==> config.mk <==
export PLATFORM = sky130hd
export DESIGN_NAME = cmp_port
export DESIGN_NICKNAME = d
export VERILOG_FILES = /design/src/verilog/cmp_pkg.sv /design/src/verilog/cmp_lane_decode.sv /design/src/verilog/cmp_port.sv
export SDC_FILE = /design/constraint.sdc
export NUM_CORES = 1
export LEC_CHECK = 0
export BUFFER_PORTS_ARGS = -buffer_cell sky130_fd_sc_hd__buf_2
export CELL_PAD_IN_SITES_DETAIL_PLACEMENT = 1
export CELL_PAD_IN_SITES_GLOBAL_PLACEMENT = 2
export CORE_ASPECT_RATIO = 1.1
export CORE_MARGIN = 10
export CORE_UTILIZATION = 28
export CTS_CLUSTER_DIAMETER = 120
export DETAILED_ROUTE_END_ITERATION = 12
export GPL_TIMING_DRIVEN = 0
export PLACE_DENSITY_LB_ADDON = 0.1
export SLEW_MARGIN = 10
export SYNTH_ARGS = -nofsm -noshare
export SYNTH_HDL_FRONTEND = slang
export SYNTH_SLANG_ARGS = --single-unit
==> constraint.sdc <==
create_clock -name clk_sys -period 3.03 [get_ports clk_sys]
set_input_delay 0.1515 -clock clk_sys [delete_from_list [all_inputs] [get_ports clk_sys]]
set_output_delay 0.1515 -clock clk_sys [all_outputs]
set_load 0.05 [all_outputs]
==> src/verilog/cmp_pkg.sv <==
/*
  Constants and types for the cached processor memory port block:
  strap, byte lanes, abort handling, write buffer and cache geometry.
  Assumes a single 20 MHz system clock and synchronous active-high reset.
*/
// Overview of operation
// Strap selects clocking; ground means legacy mode
// Only late abort timing is supported
// Abort on any line word keeps cache clean
// Internal abort may show address, no access
// Memory ignores spurious address of internal abort
// Abort ignored during buffered writes
// Fault code 00x0 never produced
// Write buffer holds four addresses
// Write buffer data queue has eight entries
// Byte lanes are active-low decode of address
// Cache is 8kB, four-way set associative
// Internal abort may invalidate affected lines
// Updateable page flag ignored; writes update cache
// Byte access lowers lane matching address bits
package cmp_pkg;
  // ==========================================================
  // Cache geometry
  localparam int CMP_CACHE_BYTES = 8192;
  localparam int CMP_CACHE_WAYS  = 4;
  localparam int CMP_LINE_WORDS  = 4;
  localparam int CMP_SETS        = CMP_CACHE_BYTES / (CMP_CACHE_WAYS * 4 *
                                   CMP_LINE_WORDS);
  // ==========================================================
  // Write buffer depths
  localparam int CMP_WB_ADDRS = 4;
  localparam int CMP_WB_DATA  = 8;
  // ==========================================================
  // Fault status codes
  localparam logic [3:0] CMP_FSR_NONE     = 4'h0;
  localparam logic [3:0] CMP_FSR_EXT_LINE = 4'h4;
  localparam logic [3:0] CMP_FSR_EXT_WORD = 4'h8;
  localparam logic [3:0] CMP_FSR_BANNED   = 4'h0;
  // ==========================================================
  // Byte lane values with no valid request and for word accesses
  localparam logic [3:0] CMP_LANES_ALL  = 4'h0;
  localparam logic [3:0] CMP_LANES_NONE = 4'hf;
  typedef enum logic [1:0] {CMP_IDLE, CMP_FETCH, CMP_BWRITE} cmp_state_t;
endpackage : cmp_pkg

==> src/verilog/cmp_lane_decode.sv <==
/*
  Active-low byte lane decode from the two low address bits.
  Assumes a valid flag qualifies the access.
*/
`timescale 1ns/1ns
module cmp_lane_decode
  import cmp_pkg::*;
(
  input  wire logic       valid,
  input  wire logic       byte_access,
  input  wire logic [1:0] addr_low,
  output wire logic [3:0] lanes_n
);
  wire logic [3:0] byte_lanes_n;
  genvar i;
  // ==========================================================
  // Decode
  generate
    for (i = 0; i < 4; i++) begin : g_lane
      assign byte_lanes_n[i] = (addr_low != 2'(i));
    end
  endgenerate
  assign lanes_n = !valid ? CMP_LANES_NONE :
                   byte_access ? byte_lanes_n : CMP_LANES_ALL;
endmodule : cmp_lane_decode

==> src/verilog/cmp_port.sv <==
/*
  Memory port of the cached processor: strap capture, byte lanes,
  late abort handling, write buffer occupancy and cache line validity.
  Assumes the core presents one request at a time with a valid strobe and
  the memory side returns a one-cycle done pulse per word.
*/
`timescale 1ns/1ns
module cmp_port
  import cmp_pkg::*;
#(
  parameter int WB_ADDRS = CMP_WB_ADDRS,
  parameter int WB_DATA  = CMP_WB_DATA
)(
  input  wire logic        clk_sys,
  input  wire logic        rst,
  input  wire logic        fast_clock_strap,
  input  wire logic        req_valid,
  input  wire logic        req_write,
  input  wire logic        req_byte,
  input  wire logic        req_linefetch,
  input  wire logic        req_int_abort,
  input  wire logic        req_page_updateable,
  input  wire logic [31:0] req_addr,
  input  wire logic [1:0]  req_words,
  output wire logic        req_ready,
  input  wire logic        word_done,
  input  wire logic        ext_abort,
  output wire logic [3:0]  byte_lane_select_n,
  output logic      [31:0] mem_addr,
  output wire logic        mem_request,
  output logic             fast_mode,
  output logic             addr_latch_bypass,
  output logic             abort_to_core,
  output logic      [3:0]  fault_status_code,
  output logic             line_fill_valid,
  output logic             line_purge,
  output logic             cache_update,
  output logic      [2:0]  wb_addr_count,
  output logic      [3:0]  wb_data_count
);
  cmp_state_t state;
  cmp_state_t next_state;
  logic        strap_taken;
  logic        fetch_abort;
  logic [1:0]  fetch_left;
  // Entry pointers wrap cleanly only for a power-of-two depth
  localparam int PTR_W = $clog2(WB_ADDRS);
  logic        in_write;
  logic        req_linefetch_q;
  logic [3:0]  next_fsr;
  logic [3:0]  head_done;
  logic [PTR_W-1:0] wb_wr;
  logic [PTR_W-1:0] wb_rd;
  logic [3:0]  wb_len [WB_ADDRS];
  wire  logic  wb_push;
  wire  logic  head_last;
  wire  logic  accept;
  wire  logic  wb_room;
  wire  logic  drain;
  wire  logic  fetch_last;
  wire  logic  abort_now;
  wire  logic [3:0] word_cnt;

  // ==========================================================
  // Strap capture after reset release
  always_ff @(posedge clk_sys) begin
    if (rst) begin
      strap_taken       <= 1'b0;
      fast_mode         <= 1'b0;
      addr_latch_bypass <= 1'b0;
    end else if (!strap_taken) begin
      strap_taken       <= 1'b1;
      fast_mode         <= fast_clock_strap;
      addr_latch_bypass <= fast_clock_strap;
    end
  end

  // ==========================================================
  // Request acceptance and bus request
  assign word_cnt = req_byte ? 4'h1 : {2'b00, req_words} + 4'h1;
  assign wb_room  = (wb_addr_count < 3'(WB_ADDRS)) &&
                    ({1'b0, wb_data_count} + {1'b0, word_cnt} <=
                     5'(WB_DATA));
  // Reads wait for an empty buffer; writes queue behind the drain
  assign req_ready = strap_taken &&
                     (req_write ? (state != CMP_FETCH) && wb_room
                                : (state == CMP_IDLE));
  assign wb_push   = accept && req_write && !req_int_abort;
  assign accept = req_valid && req_ready;
  // Internally aborted accesses reach no memory
  assign mem_request = (state == CMP_FETCH) ||
                       (state == CMP_BWRITE) ||
                       (accept && !req_int_abort);
  assign drain = (state == CMP_BWRITE) && word_done;
  // Head address leaves once all of its words have drained
  assign head_last = drain && (head_done + 4'h1 == wb_len[wb_rd]);
  assign fetch_last = (state == CMP_FETCH) && word_done &&
                      (fetch_left == 2'h0);
  // Late abort: sampled with the word that ends, never during writes
  assign abort_now = ext_abort && word_done &&
                     (state == CMP_FETCH) && !in_write;

  cmp_lane_decode u_lanes (
    .valid       (req_valid),
    .byte_access (req_byte),
    .addr_low    (req_addr[1:0]),
    .lanes_n     (byte_lane_select_n)
  );

  // ==========================================================
  // State machine
  always_comb begin
    next_state = state;
    case (state)
      CMP_IDLE: begin
        if (accept && !req_int_abort)
          next_state = req_write ? CMP_BWRITE : CMP_FETCH;
      end
      CMP_FETCH:  if (fetch_last) next_state = CMP_IDLE;
      CMP_BWRITE: if (head_last && wb_addr_count == 3'h1 && !wb_push)
                    next_state = CMP_IDLE;
      default:    next_state = CMP_IDLE;
    endcase
  end

  always_comb begin
    next_fsr = fault_status_code;
    if (abort_now)
      next_fsr = (fetch_abort || fetch_left != 2'h0 || req_linefetch_q) ?
                 CMP_FSR_EXT_LINE : CMP_FSR_EXT_WORD;
  end

  always_ff @(posedge clk_sys) begin
    if (rst) begin
      state           <= CMP_IDLE;
      mem_addr        <= 32'h0000_0000;
      fetch_left      <= 2'h0;
      fetch_abort     <= 1'b0;
      in_write        <= 1'b0;
      req_linefetch_q <= 1'b0;
    end else begin
      state <= next_state;
      if (accept && !req_int_abort) begin
        mem_addr        <= req_addr;
        in_write        <= req_write;
        req_linefetch_q <= req_linefetch;
        fetch_left      <= req_linefetch ? 2'(CMP_LINE_WORDS - 1) : 2'h0;
        fetch_abort     <= 1'b0;
      end else if (state == CMP_FETCH && word_done) begin
        fetch_left  <= fetch_left - 2'h1;
        fetch_abort <= fetch_abort | abort_now;
      end
    end
  end

  // ==========================================================
  // Core abort and fault status
  always_ff @(posedge clk_sys) begin
    if (rst) begin
      abort_to_core     <= 1'b0;
      fault_status_code <= CMP_FSR_NONE;
    end else begin
      abort_to_core     <= abort_now;
      fault_status_code <= next_fsr;
    end
  end

  // ==========================================================
  // Cache line validity
  always_ff @(posedge clk_sys) begin
    if (rst) begin
      line_fill_valid <= 1'b0;
      line_purge      <= 1'b0;
      cache_update    <= 1'b0;
    end else begin
      // Line marked valid only when no word of it aborted
      line_fill_valid <= fetch_last && !fetch_abort && !abort_now;
      line_purge      <= (accept && req_int_abort) ||
                         (fetch_last && (fetch_abort || abort_now));
      // Page flag deliberately ignored
      cache_update    <= accept && req_write && !req_int_abort;
    end
  end

  // ==========================================================
  // Write buffer occupancy
  always_ff @(posedge clk_sys) begin
    if (rst) begin
      wb_addr_count <= 3'h0;
      wb_data_count <= 4'h0;
      wb_wr         <= PTR_W'(0);
      wb_rd         <= PTR_W'(0);
      head_done     <= 4'h0;
    end else begin
      wb_addr_count <= wb_addr_count + 3'(wb_push) - 3'(head_last);
      wb_data_count <= wb_data_count + (wb_push ? word_cnt : 4'h0) -
                       4'(drain);
      if (wb_push) wb_wr <= wb_wr + PTR_W'(1);
      if (head_last) wb_rd <= wb_rd + PTR_W'(1);
      if (drain) head_done <= head_last ? 4'h0 : head_done + 4'h1;
    end
  end

  // Word count of each queued address
  generate
    for (genvar e = 0; e < WB_ADDRS; e++) begin : g_wb_len
      always_ff @(posedge clk_sys) begin
        if (rst)
          wb_len[e] <= 4'h0;
        else if (wb_push && wb_wr == PTR_W'(e))
          wb_len[e] <= word_cnt;
      end
    end
  endgenerate
endmodule : cmp_port
* After elaboration in Yosys (flattened, before gate mapping)
Memory sizes are Yosys's and may differ from the RTL's. A register that Yosys moved wholly into a read port is not among the register bits.
Cells that the tools add are included.
** Cells by class
- Add/subtract/negate cells :: 10
- Reduce and logical (&&, ||, !) cells :: 43
- Bitwise logic cells :: 5
- Equal/unequal tests :: 14
- Order comparisons :: 2
- Mux-type cells :: 36
** Operator list (number)
- $logic_and A1 B1 Y1 :: 24
- $mux W2 :: 9
- $mux W3 :: 6
- $mux W1 :: 16
- $mux W4 :: 4
- $ne A2 B1 Y1 const B :: 4
- $eq A2 B2 Y1 const B :: 3
- $logic_not A2 Y1 :: 3
- $logic_or A1 B1 Y1 :: 6
- $ne A2 B2 Y1 const B :: 3
- $pmux W2 S3 :: 1
- $reduce_bool A2 Y1 :: 3
- $add A4 B3 Y5 :: 1
- $le A5 B4 Y1 const B :: 1
- $logic_not A1 Y1 :: 5
- $or A1 B1 Y1 :: 5
- $add A2 B1 Y2 const B :: 2
- $add A4 B1 Y4 const B :: 1
- $add A4 B3 Y4 :: 1
- $eq A2 B1 Y1 const B :: 2
- $eq A4 B4 Y1 :: 1
- $sub A4 B1 Y4 :: 1
- $add A2 B1 Y3 const B :: 1
- $add A3 B1 Y3 :: 1
- other kinds (6) :: 6
** Storage, ports and cells
- Output and inout bits :: 55
- Memories kept :: 1
- Bits of input ports :: 45
- Bits in registers :: 64
- Word-level logic and storage cells :: 129
- Bits in writable memories :: 12
** Memory list
- wb_len :: depth 4, bits a word 3, rd ports 1, clocked after Yosys merged registers in 1, wr ports 4, RTL line cmp_port.sv:54 : logic [3:0] wb_len [WB_ADDRS];

* Logic depth before layout (Yosys ltp)
Gate-level depths: netlist of run 1.
- Depth after elaboration :: 16
- Depth in mapped cells :: 15
- Mapped depth without buffers :: 14

* Modules after synthesis
From an unflattened synthesis of run 1, not the netlist that was laid out.
** Second synthesis, totals
- Cell total of the unflattened synthesis :: 354
- Area total of the unflattened synthesis :: 3529.6 sq um
** Modules (own cells, without submodules)
- cmp_port :: cells an instance 345, area an instance 3479.6 sq um, seq. area each 1641.6 sq um, times used 1
- cmp_lane_decode :: cells an instance 9, area an instance 50.0 sq um, seq. area each 0.0 sq um, times used 1

* Worst setup path after synthesis of run 1
No wires, ideal clock.
- Kind :: reg2reg
- Start :: register wb_data_count[0]
- End :: register wb_data_count[3]
- Path slack :: -0.443 ns
- Stages on the path, launching flop included :: 15
- Required time :: 2.902 ns
- Setup time :: 0.128 ns
- Data arrival time :: 3.345 ns
- Path buffers :: 1
- Clock period less this slack :: 3.473 ns
- Path through :: dfxtp_1 -> ha_1 -> fa_1 -> a21o_1 -> a2111oi_0 -> o21a_1 -> buf_2 -> nand2_1 -> ha_1 -> inv_1 -> ha_1 -> a21o_1 -> a21oi_1 -> xnor2_1 -> nor2_1
** On the way
- Longest elaborated chain between the ends :: 12
** RTL lines
- start: declaration :: RTL line cmp_port.sv:39 : output logic [3:0] wb_data_count
- start signal: assignment :: RTL line cmp_port.sv:196 : wb_data_count <= wb_data_count + (wb_push ? word_cnt : 4'h0) -
- $add A4 B3 Y5 :: RTL line cmp_port.sv:82 : ({1'b0, wb_data_count} + {1'b0, word_cnt} <=
- $le A5 B4 Y1 :: RTL line cmp_port.sv:82
- $logic_and A1 B1 Y1 :: RTL line cmp_port.sv:81 : assign wb_room = (wb_addr_count < 3'(WB_ADDRS)) &&
- $logic_and A1 B1 Y1 :: RTL line cmp_port.sv:86 : (req_write ? (state != CMP_FETCH) && wb_room
- $mux W1 :: RTL line cmp_port.sv:86
- $logic_and A1 B1 Y1 :: RTL line cmp_port.sv:85 : assign req_ready = strap_taken &&
- $logic_and A1 B1 Y1 :: RTL line cmp_port.sv:89 : assign accept = req_valid && req_ready;
- $logic_and A1 B1 Y1 (2 in a row) :: RTL line cmp_port.sv:88 : assign wb_push = accept && req_write && !req_int_abort;
- $mux W3 :: RTL line cmp_port.sv:196
- $add A4 B3 Y4 * :: RTL line cmp_port.sv:196
- $sub A4 B1 Y4 * :: RTL line cmp_port.sv:196
Mark *: on every way between the ends. The rest lies on a longest branch, timed or not.
A chain may end at the register's enable or synchronous reset.

* Final worst setup path of run 1
- Start :: register wb_data_count[0]
- End :: register wb_addr_count[1]
** On the way
- Longest elaborated chain between the ends :: 11
** RTL lines
- $add A4 B3 Y5 :: RTL line cmp_port.sv:82
- $le A5 B4 Y1 :: RTL line cmp_port.sv:82
- $logic_and A1 B1 Y1 :: RTL line cmp_port.sv:81
- $logic_and A1 B1 Y1 :: RTL line cmp_port.sv:86
- $mux W1 :: RTL line cmp_port.sv:86
- $logic_and A1 B1 Y1 :: RTL line cmp_port.sv:85
- $logic_and A1 B1 Y1 :: RTL line cmp_port.sv:89
- $logic_and A1 B1 Y1 (2 in a row) :: RTL line cmp_port.sv:88
- $add A3 B1 Y3 :: RTL line cmp_port.sv:195 : wb_addr_count <= wb_addr_count + 3'(wb_push) - 3'(head_last);
- $sub A3 B1 Y3 :: RTL line cmp_port.sv:195
- end signal: assignment :: RTL line cmp_port.sv:195
- end: declaration :: RTL line cmp_port.sv:38 : output logic [2:0] wb_addr_count,
Every way passes these cells.

==> results.yml, run 1 <==
clock_tree:
  tritoncts: "yes"
  insertion_delay_ns: 0.34
  htree_levels: 3
  cts-root-buf: "clkbuf_16"
  cts_buffers: 9
  cts_buffer_depth: 2
  cts_hold_buf: 0
  clock-sinks: 76
  clkTransAtPathRegs_ns: 0.06
global_route:
  grt_pass1_wl_mm: 16.2
  gr-usage-all-layers_pct: 11.8
  gr-total-overflow: 0
  grt_pass1_vias: 3121
  grt_max_degree: 13
  antenna_found_initial: 0
drt:
  antenna_left: 0
  routed_wl_mm: 10.1
  drt-vias-per-instance: 4.53
  dr_total_vias: 2883
  dr.first_iter.drc_count: 104
  drc: 0
  wl_per_cell_um: 15.8
  drt-pass1-iter-count: 4
layout:
  multi_input_area_um2: 1850
  fillerInstances: 1416
  post-route-util_pct: 39.1
  mostFrequentLayoutCell: "buf_2"
  ff_latch_area_um2: 1650
  syn2layout_area_growth_pct: 35.3
  postLayoutCellArea_um2: 4750
  stdcell_count: 637
  layout-drive-gt1-share_pct: 33.1
  fin_nets: 548
  layout_common_cells: "96 x buf_2, 63 x nor2_1, 61 x dfxtp_1, 37 x mux2i_1, 29 x nand2_1"
  diodes: 0
sta:
  slew_headroom_pct: 51.3
  fmax_ghz: 0.330
  fin_worst_skew_ns: 0.00679
  finalSetupViolCount: 1
  period_needed_ns: 3.03
  fin_setup_tns_ns: -0.00384
  slew_viol_final: 0
  holdWs_ns: 0.0500
  hold_violations: 0
  setup_slack_ns: -0.00384
  worst_pin_slew_ns: 0.731
  timing.final.crit_share_pct: 100
  rsz0062_at_grt: "true"
logic_synthesis:
  ys.flop_type: "dfxtp_1"
  ys_seq_area_share_pct: 46.8
  synth_edf_count: 12
  ys_types: 42
  syn-cell-area_um2: 3510
  async_flop_share_pct: 0
  ys_warn_count: 0
  syn_inst: 359
  syn_area_per_cell_um2: 9.77
  ys_seq_elements: 76
pwr:
  total_power_mw: 2.76
  powerDensity_nw_per_um2: 582
  swShare_pct: 30.2
  peakVddDrop_mv: 0.310
  sequentialPowerShare_pct: 40.5
  leakage_nw: 2.08
  comb_power_share_pct: 22.3
  clockPowerShare_pct: 37.3
  p_int_mw: 1.93
  p_switching_mw: 0.835
place:
  hpwl_mm: 7.77
  placedCellCount: 609
  gp_routability_congestion: 0.719
  pre_cts_ws_ns: -0.392
  portBuffers: 95
  place_area_um2: 4250
floorplanning:
  core_area_um2: 12100
  num_rows: 42
  boundaryPins: 100
  fp.dieH_um: 137
  die_area_um2: 17400
  start_util_pct: 28.9
  fp.dieW_um: 127
job:
  maxCapViolCount: 0
hold_path:
  hold_class: "input port to register"
setup_path:
  crit_arrival_ns: 3.30
  crit_chain: "ha_4 > fa_2 > a21o_1 > a2111oi_4 > o21a_1 > buf_6 > buf_4 > inv_4 > ha_1 > inv_1 > ha_1 > fa_2 > nor2b_1"
  setup.worst_path.class: "register to register"
  cp_max_fo: 4
  critPathRequiredTime_ns: 3.30
  critical_path.max_stage_delay_ns: 0.51
  cp-start-kind: "register"
  cp-end-kind: "register"
  slowest_stage: "fa_2"
outcome:
  status: "complete, but fails checks"
  violations: "setup timing"
## repair_timing
item / 4_1_cts / 5_1_grt
setup buffers: 8 / 5
gates resized for setup: 18 / 6
pin swaps: 10 / 5
hold endpoints to repair: 0 / 0
endpoints found under the setup margin: 6 / 6
## power by group through the flow
stage	combinational, mW	sequential [mW]	clock [mW]
after floorplan	0.313	1.25	0
after global placement	0.569	1.14	0
after detailed placement	0.581	1.14	0
after CTS	0.618	1.12	1.07
after global routing	0.683	1.13	1.11
final	0.615	1.12	1.03
## worst max-delay path: cells and delay by family, from the launching register on
kind / cells / cell delay (ns)
AO/OA/AOI/OAI: 3 / 0.70
adder cells (fa/ha/maj): 5 / 1.46
buffers and inverters: 4 / 0.35
flip-flops: 1 / 0.35
AND/OR/NAND/NOR: 1 / 0.12
## per-layer routing
| metal | vias up | wire length [um] | track usage, % |
|---|---|---|---|
| li1 | 1434 | - | - |
| met1 | 1369 | 4180 | 12.8 |
| met2 | 66 | 4890 | 19.5 |
| met3 | 14 | 816 | 5.00 |
| met4 | 0 | 193 | 5.51 |
| met5 | - | 0 | 0 |
## cells by family after synthesis
family	share of synthesized area, %
xor+xnor	3.50
simple gates	17.1
mux	13.0
buf+inv	4.74
flops	46.8
other cells	0.107
compound gates	5.53
fa+ha+maj	9.20
## Yosys cell counts, types with 2 or more instances
cell / count / share of area [%]
buf_4: 4 / 0.86
mux4_2: 2 / 1.3
inv_1: 23 / 2.5
fa_1: 3 / 1.7
mux2i_1: 37 / 11
edfxtp_1: 12 / 10
dfxtp_1: 64 / 37
or2_2: 2 / 0.36
nand3b_1: 3 / 0.64
a21o_1: 2 / 0.43
nand4b_1: 3 / 0.75
nand3_1: 5 / 0.71
nor2b_1: 5 / 0.89
nor3_1: 3 / 0.43
a21oi_1: 13 / 1.9
xor2_1: 5 / 1.2
buf_2: 4 / 0.57
nand4_1: 4 / 0.71
ha_1: 21 / 7.5
o21ai_0: 6 / 0.86
o21a_1: 2 / 0.43
nand2_1: 32 / 3.4
nand2b_1: 8 / 1.4
clkbuf_1: 8 / 0.86
xnor2_1: 9 / 2.2
nor2_1: 63 / 6.7
## final timing paths
| path | cells after the start | to | startpoint | slack (ns) |
|---|---|---|---|---|
| worst max-delay path | 13 | wb_addr_count[1]$_SDFF_PP0_ | wb_data_count[0]$_SDFF_PP0_ | -0.004 |
| worst min-delay path | 3 | mem_addr[26]$_SDFFE_PP0P_ | req_addr[26] | 0.05 |
| worst max register to register | 13 | wb_addr_count[1]$_SDFF_PP0_ | wb_data_count[0]$_SDFF_PP0_ | -0.004 |
| worst min register to register | 2 | req_linefetch_q$_SDFFE_PP0P_ | req_linefetch_q$_SDFFE_PP0P_ | 0.48 |
## area by class of cell
class                           count  area share (%)
Buffer                             16            2.03
Multi-Input combinational cell    245            39.1
Inverter                           23            1.92
Clock inverter                      3           0.843
Timing Repair Buffer              108            12.4
Sequential cell                    76            34.7
Clock buffer                       12            4.98
Tap cell                          154            4.06
## registers in the layout, indices dropped and copies added, names as in the netlist, named ones only
signal / cells
head_done: 4
req_linefetch_q: 1
line_purge: 1
wb_len: 12
strap_taken: 1
wb_addr_count: 3
line_fill_valid: 1
addr_latch_bypass: 1
abort_to_core: 1
wb_rd: 2
fetch_left: 2
fetch_abort: 1
wb_data_count: 4
in_write: 1
fault_status_code: 2
mem_addr: 32
cache_update: 1
state: 2
wb_wr: 2
Power figures use the tool's default switching activity.
==> inputs of run 2 (changes only) <==
--- a/config.mk
+++ b/config.mk
@@ -12,4 +12,5 @@
 export CORE_MARGIN = 10
 export CORE_UTILIZATION = 28
+export CTS_BUF_LIST = sky130_fd_sc_hd__clkbuf_16
 export CTS_CLUSTER_DIAMETER = 120
 export DETAILED_ROUTE_END_ITERATION = 12
==> constraint.sdc (replaced) <==
create_clock -name clk_sys -period 3.03 [get_ports clk_sys]
set_input_delay 0.7575 -clock clk_sys [delete_from_list [all_inputs] [get_ports clk_sys]]
set_output_delay 0.7575 -clock clk_sys [all_outputs]
set_load 0.05 [all_outputs]
==> results.yml, run 2 (same netlist as run 1, synthesis figures left out) <==
clock_tree:
  clock-sinks: 76
  cts_buffers: 9
  cts_hold_buf: 0
  tritoncts: "yes"
  htree_levels: 3
  cts_buffer_depth: 2
  insertion_delay_ns: 0.34
  cts-root-buf: "clkbuf_16"
  clkTransAtPathRegs_ns: 0.06
layout:
  regMostFlops: "mem_addr"
  fin_nets: 562
  layout_common_cells: "90 x buf_2, 64 x dfxtp_1, 63 x nor2_1, 36 x mux2i_1, 27 x nand2_1"
  largest_reg_flops: 32
  syn2layout_area_growth_pct: 46.5
  mostFrequentLayoutCell: "buf_2"
  reg_top3: "mem_addr x32, wb_len x12"
  layout-drive-gt1-share_pct: 38.4
sta:
  worst_pin_slew_ns: 0.776
  finalSetupViolCount: 7
  period_needed_ns: 3.47
  fin_worst_skew_ns: 0.00527
  slew_headroom_pct: 48.3
  fin_setup_tns_ns: -2.51
  slew_viol_final: 0
  timing.final.crit_share_pct: 115
  setup_slack_ns: -0.442
  fmax_ghz: 0.288
  rsz0062_at_grt: "true"
  hold_violations: 0
pwr:
  total_power_mw: 2.99
  clockPowerShare_pct: 38.5
  p_switching_mw: 0.896
  sequentialPowerShare_pct: 37.4
  comb_power_share_pct: 24.1
  leakage_nw: 2.20
  swShare_pct: 29.9
  peakVddDrop_mv: 0.287
  p_int_mw: 2.10
  powerDensity_nw_per_um2: 582
drt:
  dr.first_iter.drc_count: 55
  drt-vias-per-instance: 4.50
  antenna_left: 0
  drc: 0
  drt-pass1-iter-count: 4
  dr_total_vias: 2941
  routed_wl_mm: 10.3
  wl_per_cell_um: 15.8
floorplanning:
  num_rows: 42
  fp.dieW_um: 127
  core_area_um2: 12100
  die_area_um2: 17400
  boundaryPins: 100
  start_util_pct: 28.9
  fp.dieH_um: 137
hold_path:
  hold_class: "register to register"
global_route:
  gr-usage-all-layers_pct: 12.3
  antenna_found_initial: 0
  grt_max_degree: 14
  grt_pass1_wl_mm: 17.0
  grt_pass1_vias: 3359
  gr-total-overflow: 0
setup_path:
  cp-end-kind: "output port"
  critical_path.max_stage_delay_ns: 0.36
  crit_arrival_ns: 2.71
  cp-start-kind: "input port"
  critPathRequiredTime_ns: 2.27
  slowest_stage: "fa_2"
  crit_chain: "buf_6 > ha_4 > nor2b_4 > fa_2 > a21o_1 > a211oi_2 > o21ai_2 > a21oi_2 > buf_6 > or2_4 > buf_8"
  setup.worst_path.class: "input port to output port"
  crit_top_cell: "buf_6"
  cp_max_fo: 3
outcome:
  violations: "setup timing"
  status: "complete, but fails checks"
place:
  portBuffers: 95
  gp_routability_congestion: 0.722
  hpwl_mm: 7.85
job:
  maxCapViolCount: 0
run 2: changes by cell type in the layout (fill, tap and decap cells not counted), moves of 4 or more:
cell and delta:
buf_4 +9, buf_2 -6, buf_8 +4, nor2b_1 -4
run 2: critical path: cells and delay by family:
| kind | cells | cell delay [ns] |
|---|---|---|
| buffers and inverters | 3 | 0.35 |
| AND/OR/NAND/NOR | 2 | 0.24 |
| adder cells (fa/ha/maj) | 2 | 0.58 |
| AO/OA/AOI/OAI | 4 | 0.79 |
run 2: routing by layer:
metal,GRT usage [%],vias to the layer above,part of all wire (%)
met2,19.9,63,50
li1,-,1474,-
met4,6.20,0,1.9
met5,0,-,0
met3,4.81,11,6.8
met1,13.7,1393,41
run 2: power by group through the flow:
stage / Sequential (mW) / Combinational (mW) / Clock, mW
global route: 1.13 / 0.793 / 1.24
floorplan: 1.24 / 0.333 / 0
finish: 1.12 / 0.721 / 1.15
detailed placement: 1.14 / 0.598 / 0
global placement: 1.14 / 0.587 / 0
CTS: 1.12 / 0.716 / 1.19
run 2: timing repair:
item                       CTS  global route
gates cloned                 0             2
setup endpoints to repair   38            47
pin swaps                   17            11
buffers inserted            32             4
gates resized for setup     46            14
run 2: worst paths after layout:
check	from	endpoint	slack, ns	cells past startpoint
worst max-delay path	req_words[1]	mem_request	-0.44	11
worst min-delay path	req_linefetch_q$_SDFFE_PP0P_	req_linefetch_q$_SDFFE_PP0P_	0.49	2
worst max register to register	wb_data_count[0]$_SDFF_PP0_	wb_data_count[1]$_SDFF_PP0_	-0.11	14
worst min register to register	req_linefetch_q$_SDFFE_PP0P_	req_linefetch_q$_SDFFE_PP0P_	0.49	2
run 2: cell type report:
type | count | area [um^2]
sequential | 76 | 1640
tap | 154 | 193
timing repair buffer | 123 | 800
antenna | 1 | 2.50
inverter | 23 | 91.3
clock buffer | 9 | 225
buffer | 15 | 115
multi-input combinational | 245 | 1980
clock inverter | 7 | 92.6
fill | 1383 | 7000
run 2: stage by stage:
stage	setup WS, ns	utilization, %	std cells	hold slack, ns	instance area (um^2)
after CTS	-0.444	41.9	656	0.493	5090
after global placement	-1.16	35.7	609	0.467	4340
after global routing	-0.529	42.3	652	0.514	5140
after detailed placement	-1.19	35.7	609	0.478	4340
final	-0.442	42.3	653	0.487	5140
after floorplan	-0.487	-	360	0.450	3670
